[config.mk]
export PLATFORM = sky130hd
export DESIGN_NAME = pwm_timer
export DESIGN_NICKNAME = d
export VERILOG_FILES = /design/src/verilog/pwm_timer_pkg.sv /design/src/verilog/pwm_timer.sv
export SDC_FILE = /design/constraint.sdc
export NUM_CORES = 1
export LEC_CHECK = 0
export BUFFER_PORTS_ARGS = -buffer_cell sky130_fd_sc_hd__buf_2
export CAP_MARGIN = 20
export CORE_MARGIN = 3
export CORE_UTILIZATION = 25
export CTS_CLUSTER_DIAMETER = 120
export DETAILED_ROUTE_END_ITERATION = 10
export GPL_ROUTABILITY_DRIVEN = 0
export GPL_TIMING_DRIVEN = 0
export PLACE_DENSITY_LB_ADDON = 0.15
export SETUP_SLACK_MARGIN = 0.15
export SLEW_MARGIN = 40
export SYNTH_ARGS = -nofsm -noshare
export SYNTH_HDL_FRONTEND = slang
export SYNTH_SLANG_ARGS = --single-unit
[constraint.sdc]
create_clock -name clk -period 3.9 [get_ports clk]
set_clock_uncertainty 0.1 [all_clocks]
set_input_delay 0.195 -clock clk [delete_from_list [all_inputs] [get_ports clk]]
set_output_delay 0.195 -clock clk [all_outputs]
set_load 0.02 [all_outputs]
[src/verilog/pwm_timer_pkg.sv]
// Package: register map, field layout and mode codes of the 16-bit PWM timer
package pwm_timer_pkg;

   // ----------------------------------------
   // Widths
   // ----------------------------------------
   localparam int ADDR_W = 5;
   localparam int DATA_W = 16;
   localparam int CHANNELS = 3;
   localparam int PRESCALE_WIDTH = 10;

   // ----------------------------------------
   // Register offsets
   // ----------------------------------------
   localparam logic [4:0] OFS_CONTROL_A = 5'h00;
   localparam logic [4:0] OFS_CONTROL_B = 5'h01;
   localparam logic [4:0] OFS_CONTROL_E = 5'h02;
   localparam logic [4:0] OFS_CONTROL_F = 5'h03;
   localparam logic [4:0] OFS_EVENT_CONTROL = 5'h04;
   localparam logic [4:0] OFS_DEBUG_CONTROL = 5'h05;
   localparam logic [4:0] OFS_PORT_MULTIPLEXER = 5'h06;
   localparam logic [4:0] OFS_FLAGS = 5'h07;
   localparam logic [4:0] OFS_FLAG_MASK = 5'h08;
   localparam logic [4:0] OFS_COUNTER_VALUE = 5'h10;
   localparam logic [4:0] OFS_TOP_LIMIT = 5'h11;
   localparam logic [4:0] OFS_TOP_LIMIT_SHADOW = 5'h12;
   localparam logic [4:0] OFS_COMPARE_VALUE = 5'h14;
   localparam logic [4:0] OFS_COMPARE_SHADOW = 5'h18;

   // ----------------------------------------
   // Field positions
   // ----------------------------------------
   localparam int ENABLE_BIT = 0;
   localparam int CLOCK_PRESCALE_SELECT_LSB = 1;
   localparam int WAVEFORM_MODE_SELECT_LSB = 0;
   localparam int CMPEN_LSB = 4;
   localparam int DIR_BIT = 0;
   localparam int OVF_FLAG_BIT = 3;

   // ----------------------------------------
   // Reset values
   // ----------------------------------------
   localparam logic [15:0] TOP_RESET = 16'hffff;
   localparam logic [15:0] COUNT_RESET = 16'h0000;
   localparam logic [15:0] COMPARE_RESET = 16'h0000;

   typedef enum logic [1:0] {
      wg_normal = 2'b00,
      wg_frq = 2'b01,
      wg_single = 2'b10,
      wg_dual = 2'b11
   } wg_mode_e;

   // Divide by 1,2,4,8,16,64,256,1024
   function automatic int prescale_shift(input logic [2:0] sel);
      int s;
      s = 0;
      case (sel)
         3'h0: s = 0;
         3'h1: s = 1;
         3'h2: s = 2;
         3'h3: s = 3;
         3'h4: s = 4;
         3'h5: s = 6;
         3'h6: s = 8;
         default: s = 10;
      endcase
      return s;
   endfunction

endpackage

[src/verilog/pwm_timer.sv]
// 16-bit PWM timer/counter with three compare channels and shadowed limits
//
// Contract
// - Three waveform outputs; three more only in split mode, here held low.
// - Counter ticks come from the module clock through an own prescaler.
// - Debug halt stops the block unless run_while_halted is set.
// - BOTTOM is zero, MAX all ones, TOP the sequence's highest value.
// - Update happens at BOTTOM or TOP depending on waveform mode.
// - After enable is set, counter counts prescaled ticks.
// - With count_on_event_enable set, event inputs are counted instead.
// - Normal mode direction follows up/down bit, changeable while running.
// - Counting up at TOP wraps to zero on next tick.
// - Counting down at BOTTOM reloads the top limit.
// - Software counter write is immediate and beats count, clear, reload.
// - Top and compare shadows have valid flags set on write, cleared on update.
// - Active and shadow values are both directly writable.
// - Direct top limit write changes period immediately.
// - Top compared continuously; lower top while counting up wraps via MAX.
// - With shadow written, active top changes only on update.
// - Compare match sets channel flag on next timer tick; interrupt if enabled.
// - Compare shadows move to active only on update.
// - Pin override needs waveform mode, clock counting and channel enable.
// - Each waveform output can be routed to an alternative pin.
// - Frequency mode: compare sets period, output toggles on every match.
// - Frequency mode, compare zero, no prescale: toggles every clock.
// - Single-slope: count up to TOP, set at TOP, clear on match.
// - Dual-slope: up then down; set at BOTTOM, clear up-match, set down-match.
//
// Local design decisions: the register addresses and the strobed register port.
`timescale 1ns/10ps
module pwm_timer
   import pwm_timer_pkg::*;
#(
   parameter int PRESCALE_W = PRESCALE_WIDTH
)
(
   input wire logic clk,
   input wire logic rstn,
   input wire logic [ADDR_W-1:0] addr,
   input wire logic [DATA_W-1:0] wdata,
   input wire logic wr,
   input wire logic rd,
   output logic [DATA_W-1:0] rdata,
   input wire logic debug_halt,
   input wire logic event_in,
   output logic [CHANNELS-1:0] waveform_out,
   output logic [CHANNELS-1:0] waveform_oe,
   output logic [CHANNELS-1:0] waveform_out_split,
   output logic [CHANNELS-1:0] alt_pin_select,
   output logic irq
);

   // ----------------------------------------
   // Control state
   // ----------------------------------------
   logic enable;
   logic [2:0] clock_prescale_select;
   wg_mode_e waveform_mode_select;
   logic [CHANNELS-1:0] compare_output_enable;
   logic dir_down;
   logic count_on_event_enable;
   logic run_while_halted;
   logic [3:0] flags;
   logic [3:0] flag_mask;
   logic [15:0] counter_value;
   logic [15:0] top_limit;
   logic [15:0] top_limit_shadow;
   logic top_shadow_valid;
   logic slope_down;
   logic [PRESCALE_W-1:0] prescale_count;
   logic [CHANNELS-1:0][15:0] compare_vec;
   logic [CHANNELS-1:0][15:0] shadow_vec;
   logic [CHANNELS-1:0] compare_shadow_valid;
   logic [CHANNELS-1:0] match;
   logic [CHANNELS-1:0] wr_cmp;
   logic [CHANNELS-1:0] wr_cmp_shadow;

   // ----------------------------------------
   // Decode and tick generation
   // ----------------------------------------
   logic wr_ctrl_a, wr_ctrl_b, wr_ctrl_e, wr_evctl, wr_dbg, wr_mux;
   logic wr_flags, wr_mask, wr_cnt, wr_top, wr_top_shadow;
   logic run, prescale_tick, tick, count_down, at_top, at_bottom, update;
   logic [PRESCALE_W-1:0] prescale_mask;
   logic [15:0] top_eff;
   logic [15:0] next_count;

   assign wr_ctrl_a = wr && addr == OFS_CONTROL_A;
   assign wr_ctrl_b = wr && addr == OFS_CONTROL_B;
   assign wr_ctrl_e = wr && addr == OFS_CONTROL_E;
   assign wr_evctl = wr && addr == OFS_EVENT_CONTROL;
   assign wr_dbg = wr && addr == OFS_DEBUG_CONTROL;
   assign wr_mux = wr && addr == OFS_PORT_MULTIPLEXER;
   assign wr_flags = wr && addr == OFS_FLAGS;
   assign wr_mask = wr && addr == OFS_FLAG_MASK;
   assign wr_cnt = wr && addr == OFS_COUNTER_VALUE;
   assign wr_top = wr && addr == OFS_TOP_LIMIT;
   assign wr_top_shadow = wr && addr == OFS_TOP_LIMIT_SHADOW;

   assign run = enable && (!debug_halt || run_while_halted);
   assign prescale_mask =
      PRESCALE_W'((1 << prescale_shift(clock_prescale_select)) - 1);
   assign prescale_tick = (prescale_count & prescale_mask) == prescale_mask;
   assign tick = run && (count_on_event_enable ? event_in : prescale_tick);

   // Prescaler restarts whenever the timer stops, so phase is repeatable
   always_ff @(posedge clk or negedge rstn)
   begin
      if (!rstn)
         prescale_count <= '0;
      else if (!run)
         prescale_count <= '0;
      else
         prescale_count <= prescale_count + 1'b1;
   end

   // ----------------------------------------
   // Counter
   // ----------------------------------------
   // Frequency mode takes its period from channel 0
   assign top_eff = (waveform_mode_select == wg_frq) ? compare_vec[0] : top_limit;
   assign count_down = (waveform_mode_select == wg_dual) ? slope_down :
      (waveform_mode_select == wg_normal) ? dir_down : 1'b0;
   // Equality only: a top below the count is passed and wraps via MAX
   assign at_top = counter_value == top_eff;
   assign at_bottom = counter_value == 16'h0000;
   assign update = tick && ((waveform_mode_select == wg_dual) ? (slope_down && at_bottom) :
      count_down ? at_bottom : at_top);

   always_comb
   begin
      next_count = counter_value + 16'h0001;
      if (waveform_mode_select == wg_dual)
      begin
         if (!slope_down)
            next_count = at_top ? counter_value - 16'h0001 : counter_value + 16'h0001;
         else
            next_count = at_bottom ? counter_value + 16'h0001 : counter_value - 16'h0001;
      end
      else if (count_down)
         next_count = at_bottom ? top_eff : counter_value - 16'h0001;
      else
         next_count = at_top ? 16'h0000 : counter_value + 16'h0001;
   end

   always_ff @(posedge clk or negedge rstn)
   begin
      if (!rstn)
         counter_value <= COUNT_RESET;
      else if (wr_cnt)
         counter_value <= wdata;
      else if (tick)
         counter_value <= next_count;
   end

   always_ff @(posedge clk or negedge rstn)
   begin
      if (!rstn)
         slope_down <= 1'b0;
      else if (waveform_mode_select != wg_dual)
         slope_down <= 1'b0;
      else if (tick && !wr_cnt)
      begin
         if (!slope_down && at_top)
            slope_down <= 1'b1;
         else if (slope_down && at_bottom)
            slope_down <= 1'b0;
      end
   end

   // ----------------------------------------
   // Top limit and its shadow
   // ----------------------------------------
   always_ff @(posedge clk or negedge rstn)
   begin
      if (!rstn)
      begin
         top_limit <= TOP_RESET;
         top_limit_shadow <= TOP_RESET;
         top_shadow_valid <= 1'b0;
      end
      else
      begin
         if (wr_top)
            top_limit <= wdata;
         else if (update && top_shadow_valid)
            top_limit <= top_limit_shadow;
         if (wr_top_shadow)
            top_limit_shadow <= wdata;
         // A write in the update cycle keeps the flag set
         if (wr_top_shadow)
            top_shadow_valid <= 1'b1;
         else if (update)
            top_shadow_valid <= 1'b0;
      end
   end

   // ----------------------------------------
   // Compare channels
   // ----------------------------------------
   genvar i;
   generate
      for (i = 0; i < CHANNELS; i++)
      begin : channel
         logic [15:0] value;
         logic [15:0] shadow;
         logic valid;
         logic wave;

         assign wr_cmp[i] = wr && addr == OFS_COMPARE_VALUE + 5'(i);
         assign wr_cmp_shadow[i] = wr && addr == OFS_COMPARE_SHADOW + 5'(i);
         assign match[i] = counter_value == value;
         assign compare_vec[i] = value;
         assign shadow_vec[i] = shadow;
         assign compare_shadow_valid[i] = valid;
         assign waveform_out[i] = wave;
         assign waveform_oe[i] = (waveform_mode_select != wg_normal) &&
            !count_on_event_enable && compare_output_enable[i];

         always_ff @(posedge clk or negedge rstn)
         begin
            if (!rstn)
            begin
               value <= COMPARE_RESET;
               shadow <= COMPARE_RESET;
               valid <= 1'b0;
            end
            else
            begin
               if (wr_cmp[i])
                  value <= wdata;
               else if (update && valid)
                  value <= shadow;
               if (wr_cmp_shadow[i])
                  shadow <= wdata;
               if (wr_cmp_shadow[i])
                  valid <= 1'b1;
               else if (update)
                  valid <= 1'b0;
            end
         end

         always_ff @(posedge clk or negedge rstn)
         begin
            if (!rstn)
               wave <= 1'b0;
            else if (tick)
            begin
               case (waveform_mode_select)
                  wg_frq:
                     if (match[i])
                        wave <= !wave;
                  wg_single:
                     if (at_top)
                        wave <= 1'b1;
                     else if (match[i])
                        wave <= 1'b0;
                  wg_dual:
                     if (slope_down && at_bottom)
                        wave <= 1'b1;
                     else if (match[i])
                        wave <= slope_down;
                  default:
                     wave <= 1'b0;
               endcase
            end
         end
      end
   endgenerate

   // No split mode: the upper outputs never drive
   assign waveform_out_split = '0;

   // ----------------------------------------
   // Flags and interrupt
   // ----------------------------------------
   logic [3:0] flag_set;
   logic [3:0] flag_clear;

   assign flag_set = {update, tick ? match : 3'b000};
   assign flag_clear = wr_flags ? wdata[3:0] : 4'h0;

   // Set wins over a write-one clear in the same cycle
   always_ff @(posedge clk or negedge rstn)
   begin
      if (!rstn)
         flags <= 4'h0;
      else
         flags <= (flags & ~flag_clear) | flag_set;
   end

   assign irq = |(flags & flag_mask);

   // ----------------------------------------
   // Control registers
   // ----------------------------------------
   always_ff @(posedge clk or negedge rstn)
   begin
      if (!rstn)
      begin
         enable <= 1'b0;
         clock_prescale_select <= 3'h0;
         waveform_mode_select <= wg_normal;
         compare_output_enable <= '0;
         dir_down <= 1'b0;
         count_on_event_enable <= 1'b0;
         run_while_halted <= 1'b0;
         alt_pin_select <= '0;
         flag_mask <= 4'h0;
      end
      else
      begin
         if (wr_ctrl_a)
         begin
            enable <= wdata[ENABLE_BIT];
            clock_prescale_select <= wdata[CLOCK_PRESCALE_SELECT_LSB +: 3];
         end
         if (wr_ctrl_b)
         begin
            waveform_mode_select <= wg_mode_e'(wdata[WAVEFORM_MODE_SELECT_LSB +: 2]);
            compare_output_enable <= wdata[CMPEN_LSB +: CHANNELS];
         end
         if (wr_ctrl_e)
            dir_down <= wdata[DIR_BIT];
         if (wr_evctl)
            count_on_event_enable <= wdata[0];
         if (wr_dbg)
            run_while_halted <= wdata[0];
         if (wr_mux)
            alt_pin_select <= wdata[CHANNELS-1:0];
         if (wr_mask)
            flag_mask <= wdata[3:0];
      end
   end

   // ----------------------------------------
   // Read path
   // ----------------------------------------
   logic [15:0] read_value;
   logic [1:0] cmp_idx;
   logic [1:0] shadow_idx;

   assign cmp_idx = 2'(addr - OFS_COMPARE_VALUE);
   assign shadow_idx = 2'(addr - OFS_COMPARE_SHADOW);

   always_comb
   begin
      read_value = 16'h0000;
      if (addr == OFS_CONTROL_A)
         read_value = {12'h000, clock_prescale_select, enable};
      else if (addr == OFS_CONTROL_B)
         read_value = {9'h000, compare_output_enable, 2'b00, waveform_mode_select};
      else if (addr == OFS_CONTROL_E)
         read_value = {15'h0000, dir_down};
      else if (addr == OFS_CONTROL_F)
         read_value = {12'h000, compare_shadow_valid, top_shadow_valid};
      else if (addr == OFS_EVENT_CONTROL)
         read_value = {15'h0000, count_on_event_enable};
      else if (addr == OFS_DEBUG_CONTROL)
         read_value = {15'h0000, run_while_halted};
      else if (addr == OFS_PORT_MULTIPLEXER)
         read_value = {13'h0000, alt_pin_select};
      else if (addr == OFS_FLAGS)
         read_value = {12'h000, flags};
      else if (addr == OFS_FLAG_MASK)
         read_value = {12'h000, flag_mask};
      else if (addr == OFS_COUNTER_VALUE)
         read_value = counter_value;
      else if (addr == OFS_TOP_LIMIT)
         read_value = top_limit;
      else if (addr == OFS_TOP_LIMIT_SHADOW)
         read_value = top_limit_shadow;
      else if (addr >= OFS_COMPARE_VALUE && addr < OFS_COMPARE_VALUE + 5'(CHANNELS))
         read_value = compare_vec[cmp_idx];
      else if (addr >= OFS_COMPARE_SHADOW && addr < OFS_COMPARE_SHADOW + 5'(CHANNELS))
         read_value = shadow_vec[shadow_idx];
   end

   // Data stand one cycle only, zero otherwise
   always_ff @(posedge clk or negedge rstn)
   begin
      if (!rstn)
         rdata <= 16'h0000;
      else if (rd)
         rdata <= read_value;
      else
         rdata <= 16'h0000;
   end
endmodule

==> flow_summary.yaml <==
layout:
  diodes: 0
  area_growth_syn_to_layout_pct: 17.3
  layout_commonest_cell: "dfrtp_1"
  nets: 1429
  final_cell_mix: "dfrtp_1, nand2_1, nor2_1, mux2i_1, a21oi_1"
  multi_input_area_sq_mm: 0.00655
  n_fill_cell: 5056
  register_area_sq_mm: 0.00507
  final_area_sq_mm: 0.0143
  fin_cells: 2034
  drive_gt1_frac: 0.182
worst_setup_path:
  path_max_fanout: 10
  worstRegToRegCells: 12
  crit_type: "flip-flop to flip-flop"
  r2r_start: "counter_value[0]"
  worst_setup_path_end_kind: "flip-flop"
  required_ns: 4.24
  r2r_slack_ns: 0.36
  reg2reg_to: "counter_value[3]"
  start_kind: "flip-flop"
  arrival_ns: 3.88
clock_tree:
  cts_tree: "built"
  cts_max_level: 1
  path_clk_slew_ns: 0.06
  clkSinkCount: 201
  clockBufferDepth: 3
  cts_buffers: 26
  cts_root_buf: "clkbuf_16"
  clkLatencyLatePin_ns: 0.55
detailed_routing:
  firstDrtPassIters: 7
  dr.first_iter.drc_count: 725
  route.vias.total: 10600
  ant_nets: 0
  drcViolationCount: 0
  drt-vias-per-instance: 5.19
  avgRoutedWirePerCell_microns: 23.6
  drt-total-wl_mm: 48.1
floorplanning:
  start_util: 0.254
  rows: 80
  die_area_sq_mm: 0.0515
  die-width_microns: 227
  fp.coreArea_sq_mm: 0.0479
  ios: 56
  die_h_microns: 227
global_route:
  grt_pass1_wl_mm: 71.4
  grt_antenna_before_repair: 1
  grt_usage: 0.186
  grt_max_degree: 63
  grt_overflow_total: 0
  grt_pass1_vias: 10800
synthesis:
  synth_area_sq_mm: 0.0122
  synth_adder_area_share: 0.00308
  postSynthCellCount: 1318
  synth_compound_area_frac: 0.156
  synth_edf_count: 0
  synth_area_leaders: "dfrtp_1, mux2i_1, mux2_2"
  yosysSeqAreaShare: 0.416
  synth_ff_type: "dfrtp_1"
  yosys.area_share.simple: 0.151
  synth-seq-cells: 201
  synth_top_family_by_area: "multiplexers"
  synth_mux_area_frac: 0.171
  synth_cell_types: 73
  synth_xor_area_frac: 0.0524
  yosys.area.top_type: "dfrtp_1"
  yosysWarnings: 0
  avgSynthCellArea_sq_um: 9.26
  synth_top_area_share: 0.347
  async_flop_share: 1.00
pwr:
  ir_drop_uv: 345
  p_per_area_mw_per_mm2: 580
  p_leak_nw: 6.27
min_path:
  hold_class: "input port to async pin"
placement:
  dpl-instance-area_sq_mm: 0.0133
  dp.final_hpwl_mm: 36.1
  numPortBuffers: 36
  dp_cells: 1975
sta:
  drv_slew: 0
  maxSlewHeadroom: 0.427
  tightest_slew_ns: 0.860
  period_share: 0.906
  max_freq_mhz: 283
  rsz0062_at_grt: "no"
  fin_crit_ns: 3.54
  final-setup-viol-count: 0
  hold_viol: 0
job:
  maxCapViolCount: 0
outcome:
  status: "finished, final reports clean"
## area by class of cell
| cell class | count | area share |
|---|---|---|
| Buffer | 111 | 0.0350 |
| Clock buffer | 36 | 0.0538 |
| Clock inverter | 12 | 0.0103 |
| Inverter | 30 | 0.00787 |
| Multi-Input combinational cell | 978 | 0.457 |
| Sequential cell | 201 | 0.354 |
| Tap cell | 615 | 0.0538 |
| Timing Repair Buffer | 51 | 0.0275 |
## power breakdown
| group | leakage, nW | switching (W) | internal, W |
|---|---|---|---|
| logic | 3.34 | 0.00160 | 0.00103 |
| clock network | 0.450 | 0.000991 | 0.00157 |
| registers | 2.49 | 0.000526 | 0.00257 |
## per-stage QoR
| stage | power (W) | utilization | setup slack (ns) | setup TNS [ns] | hold WS [ns] |
|---|---|---|---|---|---|
| global route | 0.00871 | 0.298 | 0.164 | 0 | 0.0394 |
| CTS | 0.00833 | 0.297 | 0.160 | 0 | 0.0166 |
| floorplan | 0.00472 | - | 1.11 | 0 | -0.201 |
| finish | 0.00829 | 0.298 | 0.365 | 0 | 0.0286 |
| global placement | 0.00568 | 0.274 | -1.30 | -214.94 | 0.357 |
| detailed placement | 0.00571 | 0.277 | 0.171 | 0 | 0.00768 |
## cell families after synthesis
kind of cell | after synthesis
AO/OA/AOI/OAI | 309
XOR/XNOR | 73
adder cells (fa/ha/maj) | 3
buffers and inverters | 141
flip-flops | 201
multiplexers | 198
other | 1
AND/OR/NAND/NOR | 392
## sequential cells by signal, indices dropped and copies added (netlist names)
signal	cells
channel.shadow	48
channel.value	48
counter_value	16
rdata	16
top_limit	16
top_limit_shadow	16
prescale_count	10
flag_mask	4
flags	4
alt_pin_select	3
channel.valid	3
channel.wave	3
clock_prescale_select	3
compare_output_enable	3
waveform_mode_select	2
count_on_event_enable	1
dir_down	1
enable	1
run_while_halted	1
slope_down	1
top_shadow_valid	1
## routing by layer
layer / up-vias / track usage / wire, microns
met2: 333 / 0.300 / 22500
li1: 4849 / - / -
met1: 5299 / 0.254 / 21500
met4: 0 / 0.0703 / 1540
met5: - / 0 / 0
met3: 75 / 0.0223 / 2570
## repair_timing
action                                  CTS  global route
gates resized for setup                   0             1
hold buffers                              7             0
hold endpoints to repair                212             0
setup buffers                             0             4
endpoints found under the setup margin    0            20
## worst max path at each step
| stage | to | cells past startpoint | slack (ns) | from |
|---|---|---|---|---|
| CTS | counter_value[6] | 12 | 0.16 | counter_value[0] |
| floorplan | channel[2].value[10] | 11 | 1.11 | waveform_mode_select[1] |
| detailed placement | counter_value[6] | 12 | 0.17 | counter_value[0] |
| finish | counter_value[3] | 12 | 0.36 | counter_value[0] |
| global route | counter_value[3] | 12 | 0.16 | counter_value[0] |
| global placement | channel[1].shadow[1] | 1 | -1.30 | rstn |
## synth_stat cells, types with 3 or more instances
| library cell | count |
|---|---|
| a2111oi_0 | 3 |
| inv_1 | 28 |
| buf_2 | 11 |
| buf_6 | 5 |
| a31oi_1 | 13 |
| o21ai_1 | 12 |
| ha_1 | 3 |
| xnor2_1 | 51 |
| o21a_1 | 3 |
| buf_4 | 7 |
| o211ai_1 | 6 |
| mux2i_1 | 110 |
| nor4_1 | 10 |
| nand3_4 | 4 |
| o221ai_1 | 7 |
| o21ai_0 | 89 |
| and2_1 | 9 |
| and3b_1 | 3 |
| xor2_1 | 22 |
| nor2b_1 | 10 |
| or2_2 | 4 |
| or3_1 | 6 |
| nand4_1 | 12 |
| clkbuf_1 | 66 |
| nand3_1 | 39 |
| dfrtp_1 | 169 |
| nand2b_1 | 5 |
| buf_1 | 22 |
| o22ai_1 | 9 |
| mux2_2 | 88 |
| dfstp_2 | 32 |
| and3_1 | 8 |
| a221oi_1 | 14 |
| nor2_1 | 116 |
| a21o_1 | 3 |
| nand2_1 | 133 |
| nor3_1 | 18 |
| a22oi_1 | 23 |
| a21oi_1 | 96 |
| o221a_2 | 3 |
| o311ai_0 | 3 |
| a211oi_1 | 5 |
## worst max-delay path: stages (launching register included)
cell,delay (ns)
dfrtp_1,0.44
buf_2,0.26
inv_1,0.12
ha_1,0.32
nor2b_1,0.24
and3_1,0.26
nand3_1,0.25
and2_1,0.26
a31oi_1,0.54
mux2i_1,0.29
xnor2_1,0.09
a21oi_1,0.17
o21ai_1,0.06
No activity file was read; power rests on OpenSTA's default activity.
